===== src/qrf_pkg.sv =====
// Shared constants, types and code tables for the quad receive output block
package qrf_pkg;

  typedef enum logic [1:0] {QRF_LOW, QRF_MID, QRF_HIGH} qrf_level_type;

  localparam int QRF_NUM_CH = 4;
  localparam int QRF_CHAR_W = 10;
  localparam int QRF_BYTE_W = 8;
  localparam int QRF_ST_W = 3;
  localparam int QRF_FIFO_DEPTH = 4;
  localparam int QRF_SYNC_W = 25;

  // Field positions inside a raw character: abcdei high, fghj low
  localparam int QRF_SIX_LSB = 4;
  localparam int QRF_LOW_BITS = 2;

  // Positions of the static pins and the reference and link clocks inside the synchroniser vector
  localparam int QRF_POS_DEC = 0;
  localparam int QRF_POS_PAR = 2;
  localparam int QRF_POS_FCHAR = 4;
  localparam int QRF_POS_FMODE = 6;
  localparam int QRF_POS_RXMODE = 8;
  localparam int QRF_POS_TXMODE = 12;
  localparam int QRF_POS_SRC = 16;
  localparam int QRF_POS_RATE = 18;
  localparam int QRF_POS_REFRAME_ENABLE = 19;
  localparam int QRF_POS_REF = 20;
  localparam int QRF_POS_LINK = 21;

  // Encoded character status with the decoder in use
  localparam logic [2:0] QRF_ST_DATA = 3'h0;
  localparam logic [2:0] QRF_ST_SPECIAL = 3'h1;
  localparam logic [2:0] QRF_ST_INVALID = 3'h2;

  localparam logic [7:0] QRF_COMMA_NEG = 8'h3E;
  localparam logic [7:0] QRF_COMMA_POS = 8'hC1;
  localparam logic [9:0] QRF_K285_NEG = 10'h0FA;
  localparam logic [9:0] QRF_K285_POS = 10'h305;
  localparam logic [5:0] QRF_K28_NEG = 6'h0F;
  localparam logic [5:0] QRF_K28_POS = 6'h30;
  localparam logic [4:0] QRF_K28_LOW5 = 5'h1C;

  // Negative running disparity forms, index is the data value
  localparam logic [5:0] QRF_CODE6 [32] = '{
    6'h27, 6'h1D, 6'h2D, 6'h31, 6'h35, 6'h29, 6'h19, 6'h38,
    6'h39, 6'h25, 6'h15, 6'h34, 6'h0D, 6'h2C, 6'h1C, 6'h17,
    6'h1B, 6'h23, 6'h13, 6'h32, 6'h0B, 6'h2A, 6'h1A, 6'h3A,
    6'h33, 6'h26, 6'h16, 6'h36, 6'h0E, 6'h2E, 6'h1E, 6'h2B};
  localparam logic [3:0] QRF_CODE4 [8] = '{
    4'hB, 4'h9, 4'h5, 4'hC, 4'hD, 4'hA, 4'h6, 4'hE};

  // Pin pair: bit 1 strapped high, bit 0 strapped low, neither means floating
  function automatic qrf_level_type qrf_resolve(input logic [1:0] pins);
    if (pins[1]) begin
      return QRF_HIGH;
    end else if (pins[0]) begin
      return QRF_LOW;
    end
    return QRF_MID;
  endfunction

endpackage


===== src/qrf_fifo.sv =====
// Small valid/ready FIFO holding framed characters ahead of the output register
`timescale 1ns/100ps
`default_nettype none
module qrf_fifo #(
  parameter int WIDTH = 10,
  parameter int DEPTH = 4
) (
  input wire logic clk_sys,
  input wire logic arst_n,
  input wire logic in_valid,
  output logic in_ready,
  input wire logic [WIDTH-1:0] in_data,
  output logic out_valid,
  input wire logic out_ready,
  output logic [WIDTH-1:0] out_data
);
  localparam int AW = (DEPTH > 1) ? $clog2(DEPTH) : 1;
  localparam logic [AW:0] FULL_COUNT = (AW + 1)'(DEPTH);
  localparam logic [AW-1:0] LAST_SLOT = AW'(DEPTH - 1);

  logic [WIDTH-1:0] mem [DEPTH];
  logic [AW-1:0] wr_ptr;
  logic [AW-1:0] rd_ptr;
  logic [AW:0] count;
  logic do_push;
  logic do_pop;

  assign in_ready = (count != FULL_COUNT);
  assign out_valid = (count != '0);
  assign out_data = mem[rd_ptr];
  assign do_push = in_valid && in_ready;
  assign do_pop = out_valid && out_ready;

  always_ff @(posedge clk_sys) begin
    if (do_push) begin
      mem[wr_ptr] <= in_data;
    end
  end

  always_ff @(posedge clk_sys or negedge arst_n) begin
    if (!arst_n) begin
      wr_ptr <= '0;
      rd_ptr <= '0;
      count <= '0;
    end else begin
      if (do_push) begin
        wr_ptr <= (wr_ptr == LAST_SLOT) ? '0 : wr_ptr + 1'b1;
      end
      if (do_pop) begin
        rd_ptr <= (rd_ptr == LAST_SLOT) ? '0 : rd_ptr + 1'b1;
      end
      if (do_push && !do_pop) begin
        count <= count + 1'b1;
      end else if (do_pop && !do_push) begin
        count <= count - 1'b1;
      end
    end
  end

  a_fifo_bounds: assert property (@(posedge clk_sys) disable iff (!arst_n)
    count <= FULL_COUNT) else $error("fifo count beyond depth");
endmodule
`default_nettype wire


===== src/qrf_rx_output_ctrl.sv =====
// Four-channel receive framing, decoding and parallel output stage
`timescale 1ns/100ps
`default_nettype none
module qrf_rx_output_ctrl
  import qrf_pkg::*;
#(
  parameter int FIFO_DEPTH = QRF_FIFO_DEPTH
) (
  input wire logic clk_sys,
  input wire logic arst_n,
  input wire logic reference_clock,
  input wire logic [QRF_NUM_CH-1:0] rx_link_clock,
  input wire logic [QRF_NUM_CH*QRF_CHAR_W-1:0] rx_raw_char,
  input wire logic [1:0] decoder_mode_sel,
  input wire logic [1:0] parity_control_sel,
  input wire logic [1:0] framing_char_sel,
  input wire logic [1:0] framing_mode_sel,
  input wire logic [3:0] rx_operating_mode_sel,
  input wire logic [3:0] tx_operating_mode_sel,
  input wire logic [1:0] rx_clock_source_sel,
  input wire logic rx_clock_rate_sel,
  input wire logic reframe_enable,
  output logic [QRF_NUM_CH*QRF_BYTE_W-1:0] rx_char_bus,
  output logic [QRF_NUM_CH*QRF_ST_W-1:0] rx_char_status,
  output logic [QRF_NUM_CH-1:0] rx_odd_parity_out,
  output logic [QRF_NUM_CH-1:0] rx_odd_parity_oe,
  output logic [QRF_NUM_CH-1:0] rx_interface_clock,
  output logic [QRF_NUM_CH-1:0] rx_interface_clock_n,
  output logic [3:0] rx_mode_index,
  output logic [3:0] tx_mode_index
);

  // Decoder: data byte, K28 special or invalid (byte zero), status marks which
  function automatic logic [10:0] decode_char(input logic [9:0] raw);
    logic [5:0] six;
    logic [3:0] four;
    logic [4:0] low5;
    logic [2:0] high3;
    logic hit6;
    logic hit4;
    logic special;
    six = raw[9:QRF_SIX_LSB];
    // K28 positive form inverts fghj; undo it before the lookup
    four = (six == QRF_K28_POS) ? ~raw[QRF_SIX_LSB-1:0] : raw[QRF_SIX_LSB-1:0];
    low5 = '0;
    high3 = '0;
    hit6 = 1'b0;
    hit4 = 1'b0;
    special = (six == QRF_K28_NEG) || (six == QRF_K28_POS);
    // Exact match first; balanced codes alias under complement
    for (int i = 0; i < 32; i++) begin
      if (!hit6 && six == QRF_CODE6[i]) begin
        hit6 = 1'b1;
        low5 = 5'(i);
      end
    end
    for (int i = 0; i < 32; i++) begin
      if (!hit6 && six == ~QRF_CODE6[i]) begin
        hit6 = 1'b1;
        low5 = 5'(i);
      end
    end
    for (int j = 0; j < 8; j++) begin
      if (!hit4 && four == QRF_CODE4[j]) begin
        hit4 = 1'b1;
        high3 = 3'(j);
      end
    end
    for (int j = 0; j < 8; j++) begin
      if (!hit4 && four == ~QRF_CODE4[j]) begin
        hit4 = 1'b1;
        high3 = 3'(j);
      end
    end
    if (!hit4 && (four == 4'h7 || four == 4'h8)) begin
      hit4 = 1'b1;
      high3 = 3'h7;
    end
    if (special && hit4) begin
      return {QRF_ST_SPECIAL, high3, QRF_K28_LOW5};
    end else if (hit6 && hit4) begin
      return {QRF_ST_DATA, high3, low5};
    end
    return {QRF_ST_INVALID, 8'h00};
  endfunction

  // Every pin from outside passes two flops before use
  logic [QRF_SYNC_W-1:0] pin_meta;
  logic [QRF_SYNC_W-1:0] pin_sync;
  logic [QRF_NUM_CH*QRF_CHAR_W-1:0] raw_meta;
  logic [QRF_NUM_CH*QRF_CHAR_W-1:0] raw_sync;

  always_ff @(posedge clk_sys or negedge arst_n) begin
    if (!arst_n) begin
      pin_meta <= '0;
      pin_sync <= '0;
      raw_meta <= '0;
      raw_sync <= '0;
    end else begin
      pin_meta <= {rx_link_clock, reference_clock, reframe_enable, rx_clock_rate_sel,
                   rx_clock_source_sel, tx_operating_mode_sel, rx_operating_mode_sel,
                   framing_mode_sel, framing_char_sel, parity_control_sel,
                   decoder_mode_sel};
      pin_sync <= pin_meta;
      raw_meta <= rx_raw_char;
      raw_sync <= raw_meta;
    end
  end

  qrf_level_type dec_lvl;
  qrf_level_type par_lvl;
  qrf_level_type fchar_lvl;
  qrf_level_type fmode_lvl;
  qrf_level_type src_lvl;
  qrf_level_type rx_hi_lvl;
  qrf_level_type rx_lo_lvl;
  qrf_level_type tx_hi_lvl;
  qrf_level_type tx_lo_lvl;
  logic rate_half;
  logic reframe_sync;
  logic ref_level;
  logic ref_prev;
  logic ref_rise;
  logic [QRF_NUM_CH-1:0] link_level;
  logic [QRF_NUM_CH-1:0] link_prev;
  logic [QRF_NUM_CH-1:0] link_rise;

  assign dec_lvl = qrf_resolve(pin_sync[QRF_POS_DEC +: 2]);
  assign par_lvl = qrf_resolve(pin_sync[QRF_POS_PAR +: 2]);
  assign fchar_lvl = qrf_resolve(pin_sync[QRF_POS_FCHAR +: 2]);
  assign fmode_lvl = qrf_resolve(pin_sync[QRF_POS_FMODE +: 2]);
  assign src_lvl = qrf_resolve(pin_sync[QRF_POS_SRC +: 2]);
  assign rx_lo_lvl = qrf_resolve(pin_sync[QRF_POS_RXMODE +: 2]);
  assign rx_hi_lvl = qrf_resolve(pin_sync[QRF_POS_RXMODE+2 +: 2]);
  assign tx_lo_lvl = qrf_resolve(pin_sync[QRF_POS_TXMODE +: 2]);
  assign tx_hi_lvl = qrf_resolve(pin_sync[QRF_POS_TXMODE+2 +: 2]);
  assign rate_half = pin_sync[QRF_POS_RATE];
  assign reframe_sync = pin_sync[QRF_POS_REFRAME_ENABLE];
  assign ref_level = pin_sync[QRF_POS_REF];
  assign link_level = pin_sync[QRF_POS_LINK +: QRF_NUM_CH];
  assign ref_rise = ref_level && !ref_prev;
  assign link_rise = link_level & ~link_prev;

  always_ff @(posedge clk_sys or negedge arst_n) begin
    if (!arst_n) begin
      ref_prev <= 1'b0;
      link_prev <= '0;
    end else begin
      ref_prev <= ref_level;
      link_prev <= link_level;
    end
  end

  // Nine modes each, index is three times the upper select plus the lower
  always_ff @(posedge clk_sys or negedge arst_n) begin
    if (!arst_n) begin
      rx_mode_index <= '0;
      tx_mode_index <= '0;
    end else begin
      rx_mode_index <= 4'(4'(rx_hi_lvl) * 4'h3 + 4'(rx_lo_lvl));
      tx_mode_index <= 4'(4'(tx_hi_lvl) * 4'h3 + 4'(tx_lo_lvl));
    end
  end

  // Framing off with the test-only setting or framing mode low
  logic framer_allowed;
  assign framer_allowed = reframe_sync && fchar_lvl != QRF_LOW
                          && fmode_lvl != QRF_LOW;

  for (genvar ch = 0; ch < QRF_NUM_CH; ch++) begin : g_ch
    logic [QRF_CHAR_W-1:0] raw_now;
    logic [QRF_CHAR_W-1:0] prev_char;
    logic [2*QRF_CHAR_W-1:0] window;
    logic [3:0] offset;
    logic [3:0] next_offset;
    logic found;
    logic [QRF_CHAR_W-1:0] aligned;
    logic push_valid;
    logic push_ready;
    logic [QRF_CHAR_W-1:0] push_data;
    logic pop_valid;
    logic pop_due;
    logic [QRF_CHAR_W-1:0] pop_data;
    logic [10:0] decoded;
    logic [QRF_BYTE_W-1:0] next_bus;
    logic [QRF_ST_W-1:0] next_status;
    logic [QRF_BYTE_W-1:0] bus;
    logic [QRF_ST_W-1:0] status;
    logic parity;
    logic parity_oe;
    logic clk_true;
    logic clk_comp;
    logic pop_event;

    assign raw_now = raw_sync[ch*QRF_CHAR_W +: QRF_CHAR_W];
    assign window = {prev_char, raw_now};
    assign aligned = window[5'd19 - {1'b0, offset} -: QRF_CHAR_W];

    always_comb begin
      logic [QRF_CHAR_W-1:0] cand;
      logic match;
      cand = '0;
      match = 1'b0;
      next_offset = offset;
      found = 1'b0;
      for (int k = 0; k < QRF_CHAR_W; k++) begin
        cand = window[19-k -: QRF_CHAR_W];
        if (fchar_lvl == QRF_HIGH) begin
          match = (cand == QRF_K285_NEG) || (cand == QRF_K285_POS);
        end else begin
          match = (cand[9:2] == QRF_COMMA_NEG) || (cand[9:2] == QRF_COMMA_POS);
        end
        if (!found && match) begin
          found = 1'b1;
          next_offset = 4'(k);
        end
      end
    end

    // A character still waiting when the next arrives is overwritten
    always_ff @(posedge clk_sys or negedge arst_n) begin
      if (!arst_n) begin
        prev_char <= '0;
        offset <= '0;
        push_valid <= 1'b0;
        push_data <= '0;
      end else begin
        if (link_rise[ch]) begin
          prev_char <= raw_now;
          if (framer_allowed && found) begin
            offset <= next_offset;
          end
          push_valid <= 1'b1;
          push_data <= aligned;
        end else if (push_ready) begin
          push_valid <= 1'b0;
        end
      end
    end

    qrf_fifo #(
      .WIDTH(QRF_CHAR_W),
      .DEPTH(FIFO_DEPTH)
    ) u_fifo (
      .clk_sys(clk_sys),
      .arst_n(arst_n),
      .in_valid(push_valid),
      .in_ready(push_ready),
      .in_data(push_data),
      .out_valid(pop_valid),
      .out_ready(pop_due),
      .out_data(pop_data)
    );

    // Data moves two cycles after the synchronised rise of the selected link or reference clock
    assign pop_event = (src_lvl == QRF_LOW) ? ref_rise : link_rise[ch];
    assign decoded = decode_char(pop_data);

    always_comb begin
      if (dec_lvl == QRF_LOW) begin
        next_bus = pop_data[QRF_CHAR_W-1:QRF_LOW_BITS];
        next_status = {(pop_data[9:2] == QRF_COMMA_NEG) || (pop_data[9:2] == QRF_COMMA_POS),
                       pop_data[QRF_LOW_BITS-1:0]};
      end else begin
        next_bus = decoded[7:0];
        next_status = decoded[10:8];
      end
    end

    always_ff @(posedge clk_sys or negedge arst_n) begin
      if (!arst_n) begin
        pop_due <= 1'b0;
        bus <= '0;
        status <= '0;
        parity <= 1'b1;
        parity_oe <= 1'b0;
      end else begin
        pop_due <= pop_event;
        parity_oe <= (par_lvl != QRF_LOW);
        if (pop_due && pop_valid) begin
          bus <= next_bus;
          status <= next_status;
          parity <= ~^next_bus;
        end
      end
    end

    always_ff @(posedge clk_sys or negedge arst_n) begin
      if (!arst_n) begin
        clk_true <= 1'b0;
        clk_comp <= 1'b1;
      end else if (src_lvl == QRF_LOW) begin
        // Only A and C carry the reference; B and D rest
        clk_true <= (ch == 0 || ch == 2) ? ref_level : 1'b0;
        clk_comp <= (ch == 0 || ch == 2) ? !ref_level : 1'b1;
      end else if (rate_half) begin
        if (link_rise[ch]) begin
          clk_true <= !clk_true;
          clk_comp <= clk_true;
        end
      end else begin
        clk_true <= link_level[ch];
        clk_comp <= !link_level[ch];
      end
    end

    assign rx_char_bus[ch*QRF_BYTE_W +: QRF_BYTE_W] = bus;
    assign rx_char_status[ch*QRF_ST_W +: QRF_ST_W] = status;
    assign rx_odd_parity_out[ch] = parity;
    assign rx_odd_parity_oe[ch] = parity_oe;
    assign rx_interface_clock[ch] = clk_true;
    assign rx_interface_clock_n[ch] = clk_comp;

    a_bus_after_edge: assert property (@(posedge clk_sys) disable iff (!arst_n)
      $changed(bus) |-> $past(pop_event, 2)) else $error("bus moved without clock edge");
    a_status_with_bus: assert property (@(posedge clk_sys) disable iff (!arst_n)
      $changed(status) |-> $past(pop_due && pop_valid)) else $error("status off data edge");
    a_parity_odd: assert property (@(posedge clk_sys) disable iff (!arst_n)
      ^{bus, parity} == 1'b1) else $error("parity not odd");
    a_parity_released: assert property (@(posedge clk_sys) disable iff (!arst_n)
      par_lvl == QRF_LOW ##1 par_lvl == QRF_LOW |-> !parity_oe) else $error("parity driven");
    a_bypass_low_bits: assert property (@(posedge clk_sys) disable iff (!arst_n)
      pop_due && pop_valid && dec_lvl == QRF_LOW |=>
      status[1:0] == $past(pop_data[1:0]) && bus == $past(pop_data[9:2]))
      else $error("bypass fields wrong");
    a_half_rate_clock: assert property (@(posedge clk_sys) disable iff (!arst_n)
      src_lvl != QRF_LOW && rate_half && link_rise[ch] |=>
      clk_true != $past(clk_true) && clk_comp == !clk_true) else $error("half rate clock");
    a_full_rate_clock: assert property (@(posedge clk_sys) disable iff (!arst_n)
      src_lvl != QRF_LOW && !rate_half |=> clk_true == $past(link_level[ch]))
      else $error("full rate clock");
    a_offset_gated: assert property (@(posedge clk_sys) disable iff (!arst_n)
      $changed(offset) |-> $past(framer_allowed && link_rise[ch])) else $error("offset moved");
    c_bypass_comma: cover property (@(posedge clk_sys) disable iff (!arst_n)
      dec_lvl == QRF_LOW && status[2]);
    c_special_char: cover property (@(posedge clk_sys) disable iff (!arst_n)
      dec_lvl != QRF_LOW && status == QRF_ST_SPECIAL);
    c_fifo_full: cover property (@(posedge clk_sys) disable iff (!arst_n)
      push_valid && !push_ready);
  end

  a_ref_follow: assert property (@(posedge clk_sys) disable iff (!arst_n)
    src_lvl == QRF_LOW |=> rx_interface_clock[0] == $past(ref_level)
    && rx_interface_clock[2] == $past(ref_level)) else $error("reference not followed");
  a_mode_range: assert property (@(posedge clk_sys) disable iff (!arst_n)
    rx_mode_index < 4'h9 && tx_mode_index < 4'h9) else $error("mode index out of range");
endmodule
`default_nettype wire


===== config.mk =====
export PLATFORM = sky130hd
export DESIGN_NAME = qrf_rx_output_ctrl
export DESIGN_NICKNAME = d
export VERILOG_FILES = /design/src/qrf_pkg.sv /design/src/qrf_fifo.sv /design/src/qrf_rx_output_ctrl.sv
export SDC_FILE = /design/constraint.sdc
export NUM_CORES = 1
export LEC_CHECK = 0
export ABC_AREA = 1
export BUFFER_PORTS_ARGS = -buffer_cell sky130_fd_sc_hd__buf_2
export CORE_MARGIN = 8
export CORE_UTILIZATION = 45
export DETAILED_ROUTE_END_ITERATION = 12
export SLEW_MARGIN = 10
export SYNTH_ARGS = -nofsm -noshare
export SYNTH_HDL_FRONTEND = slang
export SYNTH_SLANG_ARGS = --single-unit
export TNS_END_PERCENT = 5

===== constraint.sdc =====
create_clock -name clk_sys -period 4.7 [get_ports clk_sys]
set_clock_uncertainty 0.2 [all_clocks]
set_input_delay 0.94 -clock clk_sys [delete_from_list [all_inputs] [get_ports clk_sys]]
set_output_delay 0.94 -clock clk_sys [all_outputs]
set_load 0.03 [all_outputs]

==> flow_summary.json, run 1 <==
{
  "outcome": "complete, no violations",
  "p_per_area_nw_per_um2": 678,
  "clock-root-buffer": "clkbuf_16",
  "slew_viol_final": 0,
  "yosysWarningCount": 0,
  "drtPass1Iterations": 6,
  "syn_to_final_growth_pct": 12.3,
  "cts.clk_slew.worst_paths_ns": 0.06,
  "final_cells": 4813,
  "grt_pass1_wl_mm": 124,
  "crit_type": "reg2reg",
  "grt_max_degree": 86,
  "setup_viol_count_final": 0,
  "drt_iter0_drc": 1954,
  "dpl_cell_area_um2": 30500,
  "dpl.hpwl_mm": 54.2,
  "avgViaCountPerCell": 5.27,
  "netlist_area_um2": 29000,
  "ys_seq_elements": 492,
  "cts_tree": "done",
  "multiInputGateArea_um2": 13500,
  "die_w_um": 270,
  "clockBufferDepth": 3,
  "end_kind": "flop",
  "fillers": 6257,
  "fin_tns_setup_ns": 0,
  "fin_util_pct": 50.8,
  "fmax_mhz": 235,
  "place.port_buffers": 134,
  "period_share_pct": 90.7,
  "rr_endpoint": "g_ch[0].parity",
  "max-slew-margin-rel_pct": 30.8,
  "async_reset_ff_share_pct": 67.5,
  "fin_ws_ns": 0.436,
  "cts_buffers": 55,
  "cp.required_ns": 5.04,
  "finalWirelength_mm": 73.6,
  "overflow": 0,
  "seq_area_frac_synth_pct": 45.3,
  "synth_edf_count": 160,
  "hold_viol_final": 0,
  "fin_crit_ns": 4.26,
  "place_ws_ns": 0.309,
  "placedCellCount": 4707,
  "gp_congestion": 0.950,
  "postSynthAreaPerCell_um2": 7.59,
  "rr_startpoint": "g_ch[0].u_fifo.rd_ptr[1]",
  "cpMostUsedCell": "nand2_1",
  "cp_max_fo": 11,
  "coreArea_um2": 64000,
  "cpMaxStageDelayCell": "dfrtp_1",
  "fp.dieH_um": 270,
  "whs_ns": 0.120,
  "ios": 135,
  "cp.arrival_ns": 4.60,
  "synth_nets": 3920,
  "clock-sinks": 492,
  "reg2reg_slack_ns": 0.44,
  "worstSetupStartpointType": "flop",
  "drive_above_1_share_pct": 10.6,
  "start_util_pct": 45.2,
  "h-tree-depth": 2,
  "register_area_um2": 13100,
  "irDropWorstVdd_uv": 355,
  "grt_usage_pct": 19.9,
  "synth-main-ff-cell": "dfrtp_1",
  "clock_latency_ns": 0.61,
  "fin_area_um2": 32500,
  "vias": 25400,
  "maxCapViolCount": 0,
  "final_nets": 4018,
  "antenna_found_initial": 2,
  "hp-class": "in2async",
  "rsz0062_at_grt": "true",
  "rows": 93,
  "power_mw": 22.1,
  "tightest_slew_ns": 1.04,
  "route.detailed.drc": 0,
  "grt_pass1_vias": 24300,
  "p_leak_nw": 14.9,
  "r2r_cells": 30,
  "synth_cell_types": 70,
  "dieArea_um2": 72700,
  "syn-instance-count": 3813,
  "critPathMaxStageDelay_ns": 0.40,
  "antenna_left": 0,
  "routedWlPerCell_um": 15.3
}
-- state kept, by name, summed over array words and instances, names as in the netlist, 16 cells and up --
register         count
g_ch.u_fifo.mem    160
raw_sync            40
g_ch.bus            32
g_ch.push_data      40
g_ch.prev_char      40
g_ch.offset         16
pin_meta            25
pin_sync            25
raw_meta            40
-- logic make-up (layout without fill, tap and decap cells) --
family | Yosys count | count (layout) | synth area share (%)
DFF | 492 | 492 | 45.3
muxes | 40 | 40 | 1.40
and+or+nand+nor | 1956 | 1956 | 28.9
other | 0 | 1 | 0
buffers and inverters | 608 | 752 | 8.39
adders and majority gates | 40 | 40 | 1.88
xor gates and xnor gates | 21 | 21 | 0.933
AOI/OAI and AO/OA | 656 | 656 | 13.2
-- layer usage --
layer  GRT usage, %  share of wire [%]  vias up
li1               -                  -    12900
met4           5.50                2.4        2
met2           30.9                 43      684
met1           28.6                 49    11600
met5              0              0.011        -
met3           3.14                5.5      120
-- area by class of cell --
class / instances / share of cell area (%)
sequential: 492 / 40.4
antenna: 1 / 0.00769
timing repair buffer: 181 / 3.40
clock inverter: 29 / 1.01
multi-input combinational: 2713 / 41.5
tap: 855 / 3.29
inverter: 468 / 5.50
clock buffer: 74 / 4.90
-- layout by cell type, fill, tap and decap left out, drive strengths merged, types with 5 or more instances in the layout --
master	n
o22ai	21
bufinv	6
mux2i	35
inv	451
clkinv	37
nand3	237
nand2	1039
o41ai	13
nand4	95
a2111oi	7
xnor2	9
edfxtp	160
fa	6
xor2	12
o21ai	408
o211ai	30
buf	181
mux2	5
o311ai	7
a31oi	24
nor4	26
nor3	89
a211oi	13
clkbuf	74
o2111ai	26
o31ai	5
a21oi	66
o221ai	15
ha	34
dfrtp	324
dfstp	8
nor2	453
-- critical path, delay by kind of cell, from the launching register on --
| family | cells | cell delay (ns) |
|---|---|---|
| XOR/XNOR | 1 | 0.21 |
| AND/OR/NAND/NOR | 21 | 2.27 |
| flip-flops | 1 | 0.40 |
| AO/OA/AOI/OAI | 5 | 0.72 |
| buffers and inverters | 3 | 0.40 |
-- synthesized netlist by cell type (26+ instances only) --
cell type | n | share of area (%)
nand2_1 | 1008 | 13
nor2_1 | 445 | 5.8
inv_1 | 412 | 5.3
o21ai_0 | 400 | 6.9
dfrtp_1 | 324 | 28
nand3_1 | 233 | 4.0
edfxtp_1 | 160 | 17
clkbuf_1 | 98 | 1.3
nand4_1 | 93 | 2.0
nor3_1 | 87 | 1.5
a21oi_1 | 65 | 1.1
inv_2 | 36 | 0.47
mux2i_1 | 35 | 1.2
ha_1 | 34 | 1.5
o211ai_1 | 29 | 0.75
o2111ai_1 | 26 | 0.79
-- power by group --
group | internal, mW | switching [mW]
logic | 3.78 | 7.71
clock network | 2.71 | 1.77
registers | 5.34 | 0.742
total | 11.8 | 10.2
-- worst max-delay path by stage --
stage,startpoint,endpoint,slack (ns),cells past startpoint
2_1_floorplan,g_ch[0].u_fifo.rd_ptr[1],g_ch[0].parity,0.98,30
3_5_place_dp,g_ch[2].u_fifo.rd_ptr[0],g_ch[2].parity,0.31,30
6_report,g_ch[0].u_fifo.rd_ptr[1],g_ch[0].parity,0.44,30
4_1_cts,g_ch[2].u_fifo.rd_ptr[0],g_ch[2].parity,0.29,29
3_3_place_gp,g_ch[2].u_fifo.rd_ptr[0],g_ch[2].parity,0.30,29
5_1_grt,g_ch[3].u_fifo.rd_ptr[0],g_ch[3].parity,-0.02,35
-- what timing repair did --
item	4_1_cts	5_1_grt
setup buffers	0	2
setup endpoints to repair	0	5
resized for setup	0	47
hold buffers	0	0
Note: power is estimated with default switching activity, not from simulation.
==> inputs of run 2 (changes only) <==
- GPL_TIMING_DRIVEN: default -> 1
- SYNTH_HIERARCHICAL: default -> 1
==> run 2 against run 1 <==
Routed wire length rose by 1.2%. Flip-flop and latch count did not move. Clock power rose by 6.0%. Combinational power barely moved. Sequential share of layout area fell by 0.66 points. Largest cell class unchanged. Setup slack improved by 0.012 ns. Largest power group unchanged. Cell count rose by 0.73%. Non-clock buffer count rose by 13.
==> flow_summary.json, run 2 <==
{
  "drtPass1Iterations": 7,
  "antenna_cells": 0,
  "cp.arrival_ns": 4.60,
  "hp-class": "reg2reg",
  "clockBufferDepth": 3,
  "combPwrFrac_pct": 52.0,
  "ios": 135,
  "die_w_um": 271,
  "irDropWorstVdd_uv": 331,
  "start_util_pct": 45.5,
  "seq_area_frac_synth_pct": 44.8,
  "overflow": 0,
  "tightest_slew_ns": 1.07,
  "finalWirelength_mm": 74.5,
  "cts.clk_slew.worst_paths_ns": 0.07,
  "synth_nets": 3936,
  "grt_pass1_wl_mm": 124,
  "yosys-top-cells-area": "dfrtp_1, edfxtp_1, nand2_1",
  "grt_max_degree": 111,
  "synth_most_common_cell": "nand2_1",
  "coreArea_um2": 64300,
  "dieArea_um2": 73400,
  "place.port_buffers": 134,
  "h-tree-depth": 2,
  "cts_buffers": 56,
  "slew_viol_final": 0,
  "critPathMaxStageDelay_ns": 0.45,
  "final_common_cell": "nand2_1",
  "crit_type": "reg2reg",
  "vias": 25700,
  "period_share_pct": 90.5,
  "power_switching_mw": 10.1,
  "clock_latency_ns": 0.61,
  "setup_viol_count_final": 0,
  "async_reset_ff_share_pct": 67.5,
  "fmax_mhz": 235,
  "maxCapViolCount": 0,
  "cp.required_ns": 5.04,
  "postSynthAreaPerCell_um2": 7.64,
  "synth_top_area_share_pct": 27.7,
  "syn_to_final_growth_pct": 13.0,
  "fin_util_pct": 51.4,
  "cts_tree": "done",
  "largest_reg_flops": 160,
  "drive_above_1_share_pct": 10.4,
  "p_leak_nw": 15.3,
  "syn-instance-count": 3829,
  "rsz0062_at_grt": "true",
  "routedWlPerCell_um": 15.4,
  "dpl.hpwl_mm": 54.8,
  "swShare_pct": 45.6,
  "layout_common_cells": "nand2_1, inv_1, nor2_1",
  "antenna_found_initial": 1,
  "final_nets": 4052,
  "largest_register": "g_ch.u_fifo/mem",
  "rows": 93,
  "fin_area_um2": 33100,
  "max-slew-margin-rel_pct": 28.2,
  "clock-root-buffer": "clkbuf_16",
  "cp_max_fo": 25,
  "drt_iter0_drc": 2052,
  "synth_cell_types": 74,
  "fillers": 6220,
  "synth_edf_count": 160,
  "seqPwrFrac_pct": 26.5,
  "grt_usage_pct": 19.7,
  "end_kind": "flop",
  "fin_crit_ns": 4.25,
  "p_per_area_nw_per_um2": 669,
  "synth-main-ff-cell": "dfrtp_1",
  "route.detailed.drc": 0,
  "netlist_area_um2": 29300,
  "fp.dieH_um": 271,
  "clock-sinks": 492,
  "antenna_left": 0,
  "synth_common_cells": "nand2_1, inv_1, nor2_1, o21ai_0, dfrtp_1",
  "grt_pass1_vias": 24400,
  "cpMostUsedCell": "nand2_1",
  "outcome": "complete, no violations",
  "fin_tns_setup_ns": 0,
  "intPower_mw": 12.0,
  "ys_seq_elements": 492,
  "cpMaxStageDelayCell": "dfrtp_2",
  "clkPwrFrac_pct": 21.5,
  "dpl_cell_area_um2": 30700,
  "yosysWarningCount": 6,
  "gp_congestion": 0.937,
  "yosysTopAreaCell": "dfrtp_1",
  "avgViaCountPerCell": 5.30,
  "postCtsHoldBufs": 0,
  "hold_viol_final": 0,
  "worstSetupStartpointType": "flop"
}
-- run 2: cell types whose count changed in the layout (fill, tap and decap cells not counted), moves of 14 or more --
cell | before | now
inv_2 | 31 | 17
inv_1 | 411 | 521
nor2_1 | 438 | 412
nand3_1 | 233 | 198
o211ai_1 | 29 | 97
o21ai_0 | 400 | 355
nand2_1 | 999 | 963
o2111ai_1 | 26 | 11
nor4_1 | 23 | 42
nand2_2 | 33 | 19
-- run 2: what timing repair did --
item / 4_1_cts / 5_1_grt
endpoints found under the setup margin: 0 / 10
buffers inserted: 0 / 9
hold endpoints to repair: 0 / 0
resized for setup: 0 / 46
-- run 2: layer usage --
| metal | part of all wire [%] | global-route usage (%) | up-vias |
|---|---|---|---|
| li1 | - | - | 13000 |
| met1 | 49 | 28.8 | 11700 |
| met2 | 43 | 30.4 | 814 |
| met3 | 5.7 | 2.89 | 135 |
| met4 | 2.3 | 5.06 | 0 |
| met5 | 0 | 0 | - |
-- run 2: critical path, delay by kind of cell, from the launching register on --
family	cells	cell delay (ns)
xor+xnor	1	0.17
buf+inv	5	0.61
flops	1	0.45
compound gates	5	0.75
simple gates	19	1.98
-- run 2: power by group through the flow --
stage	Sequential (mW)	Clock, mW	Combinational, mW
2_1_floorplan	5.96	0	8.35
3_3_place_gp	5.95	0	11.0
3_5_place_dp	5.97	0	11.0
4_1_cts	5.89	4.89	11.0
5_1_grt	5.99	5.05	13.0
6_report	5.88	4.75	11.5
-- run 2: worst paths after layout --
kind / start / endpoint / slack (ns) / cells after the start
worst max-delay path: g_ch[3].u_fifo/rd_ptr[0] / g_ch[3].parity / 0.45 / 30
worst min register to register: raw_meta[6] / raw_sync[6] / 0.14 / 0
max in group asynchronous: arst_n / g_ch[3].u_fifo/rd_ptr[0] / 3.17 / 2
min in group asynchronous: arst_n / raw_meta[3] / 0.19 / 1
worst min-delay path: raw_meta[6] / raw_sync[6] / 0.14 / 0
worst max register to register: g_ch[3].u_fifo/rd_ptr[0] / g_ch[3].parity / 0.45 / 30
-- run 2: stage by stage --
step	cells	power (mW)	hold WS, ns	setup WS [ns]
after floorplan	3829	14.3	0.131	0.823
after global placement	4732	16.9	0.131	0.192
after detailed placement	4732	16.9	0.135	0.204
after CTS	4838	21.8	0.139	0.136
after global routing	4848	24.1	0.147	-0.0355
final	4848	22.1	0.136	0.448
-- run 2: logic make-up after synthesis --
family | after synthesis | share of synthesized area (%)
AOI/OAI and AO/OA | 664 | 13.8
DFF | 492 | 44.8
buffers and inverters | 688 | 9.62
xor gates and xnor gates | 26 | 0.971
adders and majority gates | 40 | 1.86
muxes | 38 | 1.30
and+or+nand+nor | 1881 | 27.6
-- run 2: area by class of cell --
type                       count  area, um^2  area share, %
clock inverter                32         470           1.42
inverter                     551        2070           6.27
sequential                   492       13100           39.7
multi-input combinational   2650       13500           41.0
clock buffer                  74        1570           4.75
tap                          855        1070           3.23
timing repair buffer         194        1210           3.67
==> inputs of run 3 (changes only) <==
- CORE_ASPECT_RATIO: default -> 1.25
- MAX_ROUTING_LAYER: default -> met4
==> run 3 against run 2 <==
Global-route usage rose by 1.0 points. Design area hardly changed. Sequential share of layout area is essentially flat. Die area barely moved. Fmax decreased by 0.35%. Largest cell class unchanged. Largest power group unchanged. Non-clock buffer count is 22 higher. Combinational power hardly changed. Via count barely moved.
==> flow_summary.json, run 3 (synthesized netlist as in run 2, its figures left out) <==
{
  "crit_family": "simple AND/OR/NAND/NOR gates",
  "grt_usage_pct": 20.7,
  "grt_pass1_vias": 24600,
  "cts_tree": "done",
  "drt_iter0_drc": 1921,
  "final_nets": 4070,
  "largest_reg_flops": 160,
  "rows": 104,
  "fin_ws_ns": 0.433,
  "largest_register": "g_ch.u_fifo/mem",
  "route.detailed.drc": 0,
  "syn_to_final_growth_pct": 13.0,
  "clock-sinks": 492,
  "clock-root-buffer": "clkbuf_16",
  "antenna_cells": 0,
  "p_per_area_nw_per_um2": 667,
  "fin_crit_ns": 4.27,
  "hold-path-cell-count": 0,
  "antenna_found_initial": 0,
  "hold_viol_final": 0,
  "final_common_cell": "nand2_1",
  "ios": 135,
  "outcome": "complete, no violations",
  "cpMaxStageDelayCell": "dfrtp_4",
  "finalWirelength_mm": 75.5,
  "grt_pass1_wl_mm": 125,
  "h-tree-depth": 2,
  "slew_viol_final": 0,
  "die_w_um": 244,
  "overflow": 0,
  "grt_max_degree": 111,
  "period_share_pct": 90.8,
  "fmax_mhz": 234,
  "rsz0062_at_grt": "true",
  "vias": 25700,
  "end_kind": "flop",
  "avgViaCountPerCell": 5.29,
  "r2r_cells": 30,
  "cp.required_ns": 5.01,
  "setup_viol_count_final": 0,
  "cp_max_fo": 7,
  "clockBufferDepth": 3,
  "start_util_pct": 45.4,
  "gp_congestion": 0.970,
  "maxCapViolCount": 0,
  "tightest_slew_ns": 1.05,
  "cpMostUsedCell": "nand2_1",
  "irDropWorstVdd_uv": 300,
  "critPathMaxStageDelay_ns": 0.52,
  "cts_buffers": 51,
  "fp.dieH_um": 301,
  "fillers": 6262,
  "cp.arrival_ns": 4.58,
  "path_buf_inv": 5,
  "clock_latency_ns": 0.59,
  "p_leak_nw": 15.3,
  "place_ws_ns": 0.121,
  "cts.clk_slew.worst_paths_ns": 0.06,
  "drive_above_1_share_pct": 11.5,
  "crit_type": "reg2reg",
  "antenna_left": 0,
  "power_mw": 22.1,
  "hp-class": "reg2reg",
  "dieArea_um2": 73500,
  "place.port_buffers": 134,
  "routedWlPerCell_um": 15.6,
  "drtPass1Iterations": 6,
  "dpl.hpwl_mm": 56.2,
  "worstSetupStartpointType": "flop",
  "path_depth": 30,
  "max-slew-margin-rel_pct": 29.5,
  "coreArea_um2": 64400,
  "layout_common_cells": "nand2_1, inv_1, nor2_1"
}
[run 3: cell count changes in the layout (fill, tap and decap cells not counted), moves of 3 or more]
| cell | before | now |
|---|---|---|
| buf_4 | 51 | 73 |
| clkinvlp_4 | 4 | 12 |
| nand2_2 | 19 | 32 |
| nor2_1 | 412 | 407 |
| clkbuf_16 | 58 | 54 |
| nand2_1 | 963 | 951 |
| clkbuf_1 | 10 | 4 |
| inv_1 | 521 | 516 |
| inv_2 | 17 | 20 |
| nor2_2 | 11 | 14 |
[run 3: metrics by stage]
step / hold WS, ns / setup TNS [ns] / std cells / area (um^2) / utilization (%)
5_1_grt: 0.151 / -0.123 / 4852 / 33100 / 51.3
3_3_place_gp: 0.132 / 0 / 4735 / 30800 / 47.8
3_5_place_dp: 0.135 / 0 / 4735 / 30800 / 47.8
2_1_floorplan: 0.131 / 0 / 3829 / 29300 / -
6_report: 0.143 / 0 / 4852 / 33100 / 51.3
4_1_cts: 0.133 / 0 / 4829 / 32600 / 50.7
[run 3: what timing repair did]
item | in CTS | in global routing
hold buffers | 0 | 0
setup buffers | 0 | 19
setup endpoints to repair | 0 | 12
gates resized for setup | 0 | 69
[run 3: power breakdown]
| group | switching, mW | internal (mW) | total [mW] |
|---|---|---|---|
| clock network | 1.71 | 2.65 | 4.36 |
| registers | 0.618 | 5.25 | 5.87 |
| logic | 7.83 | 4.01 | 11.8 |
[run 3: layer usage]
layer | wire length [um] | vias up | track usage (%)
li1 | - | 13000 | -
met1 | 34900 | 11800 | 27.3
met2 | 35200 | 656 | 33.2
met3 | 3370 | 158 | 2.69
met4 | 2160 | 0 | 6.62
met5 | 0 | - | -
[run 3: cell type report]
cell class / count / area (um^2) / area share (%)
multi-input cells: 2649 / 13600 / 41.0
flip-flops and latches: 492 / 13100 / 39.7
inverters: 551 / 2080 / 6.29
clock buffers: 63 / 1420 / 4.30
repair buffers: 216 / 1390 / 4.20
well taps: 848 / 1060 / 3.21
clock inverters: 31 / 420 / 1.27
repair inverters: 2 / 12.5 / 0.0378
[run 3: worst paths after layout]
| path | start | endpoint | slack (ns) |
|---|---|---|---|
| setup reg to reg | g_ch[3].u_fifo/rd_ptr[0] | g_ch[3].parity | 0.43 |
| min in group asynchronous | arst_n | pin_meta[2] | 0.23 |
| hold reg to reg | pin_meta[21] | pin_sync[21] | 0.14 |
| hold / removal | pin_meta[21] | pin_sync[21] | 0.14 |
| setup / recovery | g_ch[3].u_fifo/rd_ptr[0] | g_ch[3].parity | 0.43 |
| max in group asynchronous | arst_n | g_ch[0].parity | 3.12 |
[run 3: worst reg2reg max path, delay by kind of cell (launching register included)]
kind,cells,cell delay [ns]
compound gates,6,0.83
buf+inv,5,0.56
simple gates,18,1.89
xor+xnor,1,0.19
flops,1,0.52
